File: src/rtl/pwo_defines.svh
// Register offsets, field positions, reset values and timing counts for the fast output generator
// Function
// - Fast output pin driven by one function
// - Quadrature mode disables PWM and pulse train
// - Function configuration loaded only on stop-to-run
// - Run entry halts old function, starts new
// - PWM frequency set by period word
// - PWM duty set by high-time word
// - PWM keeps running after run-to-stop
// - PWM state retained across power loss; the RTL clears it on presetn and leaves retention to the supply domain
// - Period is (word+1) times eight base cycles
// - High-time word from duty and frequency
// - On time counts in eight-cycle units
// - Period and high-time words are unsigned 16-bit
// - Train uses period, count, go, done
// - Go bit starts train, clears done
// - After count pulses set done, clear go
// - Train frequency set by train period word
`ifndef PWO_DEFINES_SVH
`define PWO_DEFINES_SVH

`define PWO_ADDR_PWM_PERIOD 12'h000
`define PWO_ADDR_PWM_HIGH 12'h004
`define PWO_ADDR_TRN_PERIOD 12'h008
`define PWO_ADDR_TRN_COUNT 12'h00C
`define PWO_ADDR_CTRL 12'h010
`define PWO_ADDR_STATUS 12'h014
`define PWO_ADDR_IRQ_STAT 12'h018
`define PWO_ADDR_IRQ_MASK 12'h01C

`define PWO_CTRL_GO_BIT 0
`define PWO_CTRL_RUN_BIT 1
`define PWO_CTRL_FUNC_LSB 2
`define PWO_CTRL_QUAD_BIT 4

`define PWO_STAT_DONE_BIT 0
`define PWO_STAT_RUN_BIT 1
`define PWO_STAT_PIN_BIT 2
`define PWO_STAT_FUNC_LSB 3

`define PWO_IRQ_DONE_BIT 0
`define PWO_IRQ_RUN_BIT 1

`define PWO_RST_WORD 16'h0000
`define PWO_PRESCALE 4'h8
`define PWO_BASE_MHZ_X100 984

`endif

File: src/rtl/pwo_pkg.sv
// Types shared by the fast output generator
package pwo_pkg;

    typedef enum logic [1:0] {
        PWO_FN_COUNTER,
        PWO_FN_PWM,
        PWO_FN_TRAIN,
        PWO_FN_NONE
    } pwo_func_t;

    typedef struct packed {
        logic [15:0] period;
        logic [15:0] high;
    } pwo_pwm_cfg_t;

    typedef struct packed {
        logic [15:0] period;
        logic [15:0] count;
    } pwo_trn_cfg_t;

endpackage : pwo_pkg

File: src/rtl/pwo_top.sv
// Fast DC output generator: PWM, counted pulse train or counter pass-through, with APB registers
//
// Register access over APB and the address map were decided locally.
`timescale 1ns/1ps
`include "pwo_defines.svh"

module pwo_top (
    input wire logic pclk,
    input wire logic presetn,
    input wire logic psel,
    input wire logic penable,
    input wire logic pwrite,
    input wire logic [11:0] paddr,
    input wire logic [31:0] pwdata,
    output logic [31:0] prdata,
    output logic pready,
    output logic pslverr,
    input wire logic base_clk_en,
    input wire logic counter_out,
    output logic fast_dc_out_pin,
    output logic irq
);

    logic wr_en;
    logic rd_en;
    pwo_pkg::pwo_pwm_cfg_t pwm_sw_r;
    pwo_pkg::pwo_trn_cfg_t trn_sw_r;
    pwo_pkg::pwo_pwm_cfg_t pwm_act_r;
    pwo_pkg::pwo_trn_cfg_t trn_act_r;
    pwo_pkg::pwo_func_t func_sw_r;
    pwo_pkg::pwo_func_t func_act_r;
    logic quad_sw_r;
    logic run_r;
    logic run_d_r;
    logic run_rise;
    logic go_r;
    logic done_r;
    logic [1:0] irq_stat_r;
    logic [1:0] irq_mask_r;
    logic [2:0] pre_r;
    logic tick;
    logic [15:0] pwm_cnt_r;
    logic [15:0] trn_cnt_r;
    logic [15:0] pulses_r;
    logic trn_phase_r;
    logic pwm_level_r;
    logic pin_nxt;
    logic train_end;

    assign wr_en = psel & penable & pwrite;
    assign rd_en = psel & penable & ~pwrite;
    assign run_rise = run_r & ~run_d_r;

    // Zero-wait APB slave; unmapped addresses answer with an error
    always_ff @(posedge pclk or negedge presetn) begin
        if (!presetn) begin
            pready <= 1'b0;
            pslverr <= 1'b0;
        end else begin
            pready <= psel & ~penable;
            pslverr <= psel & ~penable & (paddr > `PWO_ADDR_IRQ_MASK || paddr[1:0] != 2'h0);
        end
    end

    // Software-side configuration words; all but the irq mask steer nothing until run entry
    always_ff @(posedge pclk or negedge presetn) begin
        if (!presetn) begin
            pwm_sw_r <= {`PWO_RST_WORD, `PWO_RST_WORD};
            trn_sw_r <= {`PWO_RST_WORD, `PWO_RST_WORD};
            func_sw_r <= pwo_pkg::PWO_FN_NONE;
            quad_sw_r <= 1'b0;
            run_r <= 1'b0;
            irq_mask_r <= 2'h0;
        end else if (wr_en && pready) begin
            case (paddr)
                `PWO_ADDR_PWM_PERIOD: pwm_sw_r.period <= pwdata[15:0];
                `PWO_ADDR_PWM_HIGH: pwm_sw_r.high <= pwdata[15:0];
                `PWO_ADDR_TRN_PERIOD: trn_sw_r.period <= pwdata[15:0];
                `PWO_ADDR_TRN_COUNT: trn_sw_r.count <= pwdata[15:0];
                `PWO_ADDR_CTRL: begin
                    run_r <= pwdata[`PWO_CTRL_RUN_BIT];
                    func_sw_r <= pwo_pkg::pwo_func_t'(pwdata[`PWO_CTRL_FUNC_LSB +: 2]);
                    quad_sw_r <= pwdata[`PWO_CTRL_QUAD_BIT];
                end
                `PWO_ADDR_IRQ_MASK: irq_mask_r <= pwdata[1:0];
                default: ;
            endcase
        end
    end

    // Run edge detector
    always_ff @(posedge pclk or negedge presetn) begin
        if (!presetn) begin
            run_d_r <= 1'b0;
        end else begin
            run_d_r <= run_r;
        end
    end

    // Active configuration is latched only on stop-to-run; stop leaves it untouched so PWM runs on
    always_ff @(posedge pclk or negedge presetn) begin
        if (!presetn) begin
            func_act_r <= pwo_pkg::PWO_FN_NONE;
            pwm_act_r <= {`PWO_RST_WORD, `PWO_RST_WORD};
            trn_act_r <= {`PWO_RST_WORD, `PWO_RST_WORD};
        // Active words persist until the next run entry; keeping them over a power loss is up to the supply domain
        end else if (run_rise) begin
            pwm_act_r <= pwm_sw_r;
            trn_act_r <= trn_sw_r;
            if (quad_sw_r && func_sw_r != pwo_pkg::PWO_FN_COUNTER) begin
                func_act_r <= pwo_pkg::PWO_FN_NONE;
            end else begin
                func_act_r <= func_sw_r;
            end
        end
    end

    // Divide the base-clock enable by eight; restarted on run entry
    always_ff @(posedge pclk or negedge presetn) begin
        if (!presetn) begin
            pre_r <= 3'h0;
        end else if (run_rise) begin
            pre_r <= 3'h0;
        end else if (base_clk_en) begin
            pre_r <= pre_r + 3'h1;
        end
    end

    assign tick = base_clk_en & (pre_r == 3'h7);

    // PWM period counter: period is (word+1) ticks, high for (high+1) ticks; a zero high word holds the level high
    always_ff @(posedge pclk or negedge presetn) begin
        if (!presetn) begin
            pwm_cnt_r <= 16'h0000;
            pwm_level_r <= 1'b0;
        end else if (run_rise) begin
            pwm_cnt_r <= 16'h0000;
            pwm_level_r <= 1'b0;
        end else if (func_act_r != pwo_pkg::PWO_FN_PWM || pwm_act_r.period == 16'h0000) begin
            pwm_cnt_r <= 16'h0000;
            pwm_level_r <= 1'b1;
        end else if (tick) begin
            if (pwm_cnt_r == pwm_act_r.period) begin
                pwm_cnt_r <= 16'h0000;
            end else begin
                pwm_cnt_r <= pwm_cnt_r + 16'h0001;
            end
            pwm_level_r <= (pwm_act_r.high == 16'h0000) ||
                (pwm_cnt_r == pwm_act_r.period ? 1'b1 : (pwm_cnt_r + 16'h0001) <= pwm_act_r.high);
        end
    end

    // Pulse train: half-period per phase, counts finished pulses
    always_ff @(posedge pclk or negedge presetn) begin
        if (!presetn) begin
            trn_cnt_r <= 16'h0000;
            pulses_r <= 16'h0000;
            trn_phase_r <= 1'b0;
            go_r <= 1'b0;
            done_r <= 1'b0;
        end else begin
            if (run_rise) begin
                trn_phase_r <= 1'b0;
                pulses_r <= 16'h0000;
                trn_cnt_r <= 16'h0000;
            end else if (train_end) begin
                go_r <= 1'b0;
                done_r <= 1'b1;
                trn_phase_r <= 1'b0;
                pulses_r <= 16'h0000;
            end else if (go_r && func_act_r == pwo_pkg::PWO_FN_TRAIN && trn_act_r.period != 16'h0000) begin
                if (tick) begin
                    if (trn_cnt_r == trn_act_r.period) begin
                        trn_cnt_r <= 16'h0000;
                        trn_phase_r <= ~trn_phase_r;
                        if (trn_phase_r) begin
                            pulses_r <= pulses_r + 16'h0001;
                        end
                    end else begin
                        trn_cnt_r <= trn_cnt_r + 16'h0001;
                    end
                end
            end
            // Software write of go: set clears done, hardware completion above wins over a set in the same cycle
            if (wr_en && pready && paddr == `PWO_ADDR_CTRL && !train_end) begin
                go_r <= pwdata[`PWO_CTRL_GO_BIT];
                if (pwdata[`PWO_CTRL_GO_BIT] && !go_r) begin
                    done_r <= 1'b0;
                    pulses_r <= 16'h0000;
                    trn_cnt_r <= 16'h0000;
                    trn_phase_r <= 1'b0;
                end
            end
        end
    end

    assign train_end = go_r && func_act_r == pwo_pkg::PWO_FN_TRAIN && !done_r &&
        ((pulses_r == trn_act_r.count) && !trn_phase_r);

    // Output mux: one function owns the pin
    always_comb begin
        case (func_act_r)
            pwo_pkg::PWO_FN_COUNTER: pin_nxt = counter_out;
            pwo_pkg::PWO_FN_PWM: pin_nxt = pwm_level_r & (pwm_act_r.period != 16'h0000);
            pwo_pkg::PWO_FN_TRAIN: pin_nxt = go_r & trn_phase_r;
            default: pin_nxt = 1'b0;
        endcase
    end

    // Pin is registered so it never glitches between functions
    always_ff @(posedge pclk or negedge presetn) begin
        if (!presetn) begin
            fast_dc_out_pin <= 1'b0;
        end else begin
            fast_dc_out_pin <= pin_nxt;
        end
    end

    // Sticky events: train done and run entry; set wins over write-one-to-clear
    always_ff @(posedge pclk or negedge presetn) begin
        if (!presetn) begin
            irq_stat_r <= 2'h0;
        end else begin
            for (int i = 0; i < 2; i++) begin
                if (wr_en && pready && paddr == `PWO_ADDR_IRQ_STAT && pwdata[i]) begin
                    irq_stat_r[i] <= 1'b0;
                end
            end
            if (train_end) begin
                irq_stat_r[`PWO_IRQ_DONE_BIT] <= 1'b1;
            end
            if (run_rise) begin
                irq_stat_r[`PWO_IRQ_RUN_BIT] <= 1'b1;
            end
        end
    end

    // Level interrupt from a flip-flop
    always_ff @(posedge pclk or negedge presetn) begin
        if (!presetn) begin
            irq <= 1'b0;
        end else begin
            irq <= |(irq_stat_r & irq_mask_r);
        end
    end

    // Read data registered in the setup cycle
    always_ff @(posedge pclk or negedge presetn) begin
        if (!presetn) begin
            prdata <= 32'h00000000;
        end else if (psel && !penable && !pwrite) begin
            case (paddr)
                `PWO_ADDR_PWM_PERIOD: prdata <= {16'h0000, pwm_sw_r.period};
                `PWO_ADDR_PWM_HIGH: prdata <= {16'h0000, pwm_sw_r.high};
                `PWO_ADDR_TRN_PERIOD: prdata <= {16'h0000, trn_sw_r.period};
                `PWO_ADDR_TRN_COUNT: prdata <= {16'h0000, trn_sw_r.count};
                `PWO_ADDR_CTRL: prdata <= {27'h0, quad_sw_r, func_sw_r, run_r, go_r};
                `PWO_ADDR_STATUS: prdata <= {27'h0, func_act_r, fast_dc_out_pin, run_r, done_r};
                `PWO_ADDR_IRQ_STAT: prdata <= {30'h0, irq_stat_r};
                `PWO_ADDR_IRQ_MASK: prdata <= {30'h0, irq_mask_r};
                default: prdata <= 32'h00000000;
            endcase
        end
    end

endmodule : pwo_top

File: config.mk
export PLATFORM = sky130hd
export DESIGN_NAME = pwo_top
export DESIGN_NICKNAME = d
export VERILOG_FILES = /design/src/rtl/pwo_pkg.sv /design/src/rtl/pwo_top.sv
export VERILOG_INCLUDE_DIRS = /design/src /design/src/rtl
export SDC_FILE = /design/constraint.sdc
export NUM_CORES = 1
export LEC_CHECK = 0
export BUFFER_PORTS_ARGS = -buffer_cell sky130_fd_sc_hd__buf_4
export CAP_MARGIN = 5
export CORE_MARGIN = 3
export CORE_UTILIZATION = 54
export DETAILED_ROUTE_END_ITERATION = 10
export PLACE_DENSITY = 0.76
export SLEW_MARGIN = 20
export SYNTH_ARGS = -nofsm -noshare
export SYNTH_HDL_FRONTEND = slang
export SYNTH_SLANG_ARGS = --single-unit
File: constraint.sdc
create_clock -name pclk -period 2.6 [get_ports pclk]
set_input_delay 0.39 -clock pclk [delete_from_list [all_inputs] [get_ports pclk]]
set_output_delay 0.39 -clock pclk [all_outputs]
set_load 0.01 [all_outputs]
==> qor.yml <==
clocking:
  clock_latency_ns: 0.51
  clk_path_buf_depth: 3
  cts_root_buf: "clkbuf_16"
  cts_sinks: 214
  cts_buffers: 23
  h-tree-depth: 1
  cts_tree: "done"
  clk_pin_slew_worst_paths_ns: 0.06
global_routing:
  grt.overflow.total: 0
  grt_max_degree: 70
  grt_pass1_vias: 8230
  grt_usage: 0.248
  grt_pass1_wl_um: 43700
  antenna_found_initial: 0
sta:
  finalCritPeriodShare: 0.980
  hold_viol_final: 0
  slew_violations: 0
  final.min_clock_period_ns: 2.55
  setup_violations: 0
  fmax_ghz: 0.392
  maxSlewHeadroom: 0.589
  tightest_slew_ns: 0.616
  finClkSkew_ns: 0.00851
logic_synthesis:
  synth_area_leaders: "dfrtp_1 49%, nand2_1 7.5%, mux2_2 6.4%, xnor2_1 4.6%, ha_1 2.5%"
  synthAdderAreaFrac: 0.0245
  synth_cell_types: 63
  async_reset_ff_frac: 1.00
  synth-warning-count: 0
  synth_top_cells_by_count: "214 x nand2_1, 210 x dfrtp_1, 61 x mux2_2, 56 x xnor2_1, 44 x nor2_1"
  synth_edf_count: 0
  synth_top_cell_area_share: 0.490
  synth-xor-area-share: 0.0652
  yosys.area.top_type: "dfrtp_1"
  synth_top_family_by_area: "simple AND/OR/NAND/NOR gates"
  synth-compound-area-share: 0.0986
  ys.flop_type: "dfrtp_1"
  avgSynthCellArea_um2: 10.2
  ys_seq_area_frac: 0.500
  synthSimpleGateAreaFrac: 0.183
  ys_seq_elements: 214
  synth_area_um2: 10700
  synth_most_common_cell: "nand2_1"
  synthCells: 1047
  yosys-mux-area-fraction: 0.0898
cells_and_area:
  register_area_um2: 5360
  fill_cells: 1486
  drive_above_1_share: 0.216
  final_util: 0.657
  diodes: 0
  syn2layout_area_growth_pct: 16.9
  multi_input_area_um2: 5090
  nets: 1201
  post-route-cell-area_um2: 12500
power_and_ir_drop:
  pwr-share-clk: 0.490
  p_leak_nw: 6.17
  pwr-share-comb: 0.040
  sequentialPowerShare: 0.470
  switching_share: 0.211
  p_per_area_nw_per_um2: 573
  irDropWorstVdd_v: 0.000540
  switching_power_mw: 1.52
  internal_power_mw: 5.66
  power_mw: 7.18
critical_path:
  crit_arrival_ns: 2.93
  required_ns: 2.98
  cp_max_fo: 3
  worst-setup-path-type: "register to register"
  startpoint_type: "register"
  worstSetupEndpointType: "register"
place:
  port_buffers: 54
  gp_congestion: 0.927
  postPlaceCellArea_um2: 11600
  hpwl_um: 19000
hold_path:
  hold_path.class: "input pin to register"
detailed_routing:
  first_pass_iters: 5
  final_antenna_net_count: 0
  drc: 0
  wirelength_um: 27000
  avgViaCountPerCell: 5.97
  drtIter0Drc: 620
  wire_per_inst_um: 19.2
  routed-via-count: 8387
floorplanning:
  ioPinCount: 87
  rows: 50
  coreArea_um2: 19100
  die_area_um2: 21600
  start_util: 0.562
  die_y_um: 147
  die_w_um: 147
flow_run:
  max-cap-violations: 0
status:
  status: "finished, final reports clean"
cell type report:
class                      instances  area share
multi-input combinational        761       0.406
sequential                       214       0.428
timing repair buffer             110      0.0696
tap                              260      0.0260
inverter                          19     0.00569
clock buffer                      31      0.0507
clock inverter                    10      0.0140
timing repair:
item,4_1_cts,5_1_grt
endpoints found under the setup margin,1,1
pin swaps,3,6
resized for setup,4,14
hold buffers,1,0
endpoints found under the hold margin,60,0
buffers inserted,2,3
path summary, 6_finish.rpt:
kind,from,slack [ns],end,depth (start not counted)
worst max-delay path,pwm_cnt_r[0],0.05,pwm_level_r,12
worst min register to register,run_r,0.48,run_d_r,0
min in group asynchronous,presetn,0.44,pwm_sw_r[20],2
max in group asynchronous,presetn,1.42,pwm_cnt_r[2],3
worst min-delay path,penable,0.07,pready,2
worst max register to register,pwm_cnt_r[0],0.05,pwm_level_r,12
logic make-up after synthesis:
| family | after synthesis |
|---|---|
| and+or+nand+nor | 401 |
| xor gates and xnor gates | 79 |
| muxes | 82 |
| buffers and inverters | 87 |
| other | 1 |
| AOI/OAI and AO/OA | 162 |
| DFF | 214 |
| adders and majority gates | 21 |
worst max-delay path: stages, from the launching register on:
cell,delay [ns]
dfrtp_1,0.39
ha_2,0.21
and3_4,0.20
nand4_1,0.14
and2_4,0.18
or2_4,0.25
ha_4,0.26
nand4_1,0.14
or2_4,0.28
nor2_4,0.11
o21ai_1,0.10
nand3_2,0.08
a41oi_2,0.09
cell usage in the layout (no fill, tap or decap), types with 4 or more instances in the layout:
cell / count
clkinv_2: 5
nand2_1: 214
a21o_1: 20
o21ai_0: 28
inv_1: 19
a22o_1: 10
bufinv_16: 5
nor2_1: 41
dfrtp_1: 209
a22oi_1: 22
mux4_2: 4
nor3_1: 17
mux2i_1: 5
mux2_2: 61
nand2b_1: 8
o21ai_1: 4
a31oi_1: 12
clkbuf_8: 4
nand4_1: 30
clkbuf_1: 5
and3_1: 14
buf_4: 105
conb_1: 16
nor4_1: 13
xor2_1: 22
a211oi_1: 5
nor4_4: 6
or3_1: 5
mux2_1: 12
dfstp_2: 4
xnor2_1: 56
a21oi_1: 40
ha_1: 19
nand3_1: 11
clkbuf_16: 23
nor2b_1: 8
sequential cells by signal, summed over array words and instances, names as in the netlist, 3 cells and up:
register   count
trn_cnt_r     16
pwm_sw_r      32
trn_act_r     32
trn_sw_r      32
pre_r          3
prdata        16
pwm_act_r     32
pwm_cnt_r     16
pulses_r      16
per-stage QoR:
stage / setup WS, ns / hold WS [ns] / TNS, ns / std cells
6_report: 0.0511 / 0.0706 / 0 / 1405
5_1_grt: -0.0543 / 0.0574 / -0.0543 / 1405
4_1_cts: 0.00238 / 0.0549 / 0 / 1402
3_5_place_dp: -0.139 / 0.428 / -0.139 / 1358
3_3_place_gp: -0.0486 / 0.433 / -0.0486 / 1358
2_1_floorplan: 0.000917 / 0.0944 / 0 / 1062
power by group through the flow:
stage / clock network (mW) / registers (mW) / logic, mW
2_1_floorplan: 0 / 3.43 / 0.128
3_3_place_gp: 0 / 3.43 / 0.281
3_5_place_dp: 0 / 3.44 / 0.287
4_1_cts: 3.57 / 3.38 / 0.291
5_1_grt: 3.70 / 3.38 / 0.320
6_report: 3.52 / 3.38 / 0.284
routing by layer:
metal | up-vias | part of all wire | global-route usage
li1 | 3798 | - | -
met4 | 0 | 0.026 | 0.0662
met3 | 53 | 0.068 | 0.0432
met5 | - | 0 | 0
met2 | 344 | 0.46 | 0.388
met1 | 4192 | 0.44 | 0.362
Note: power is estimated with default switching activity, not from simulation.
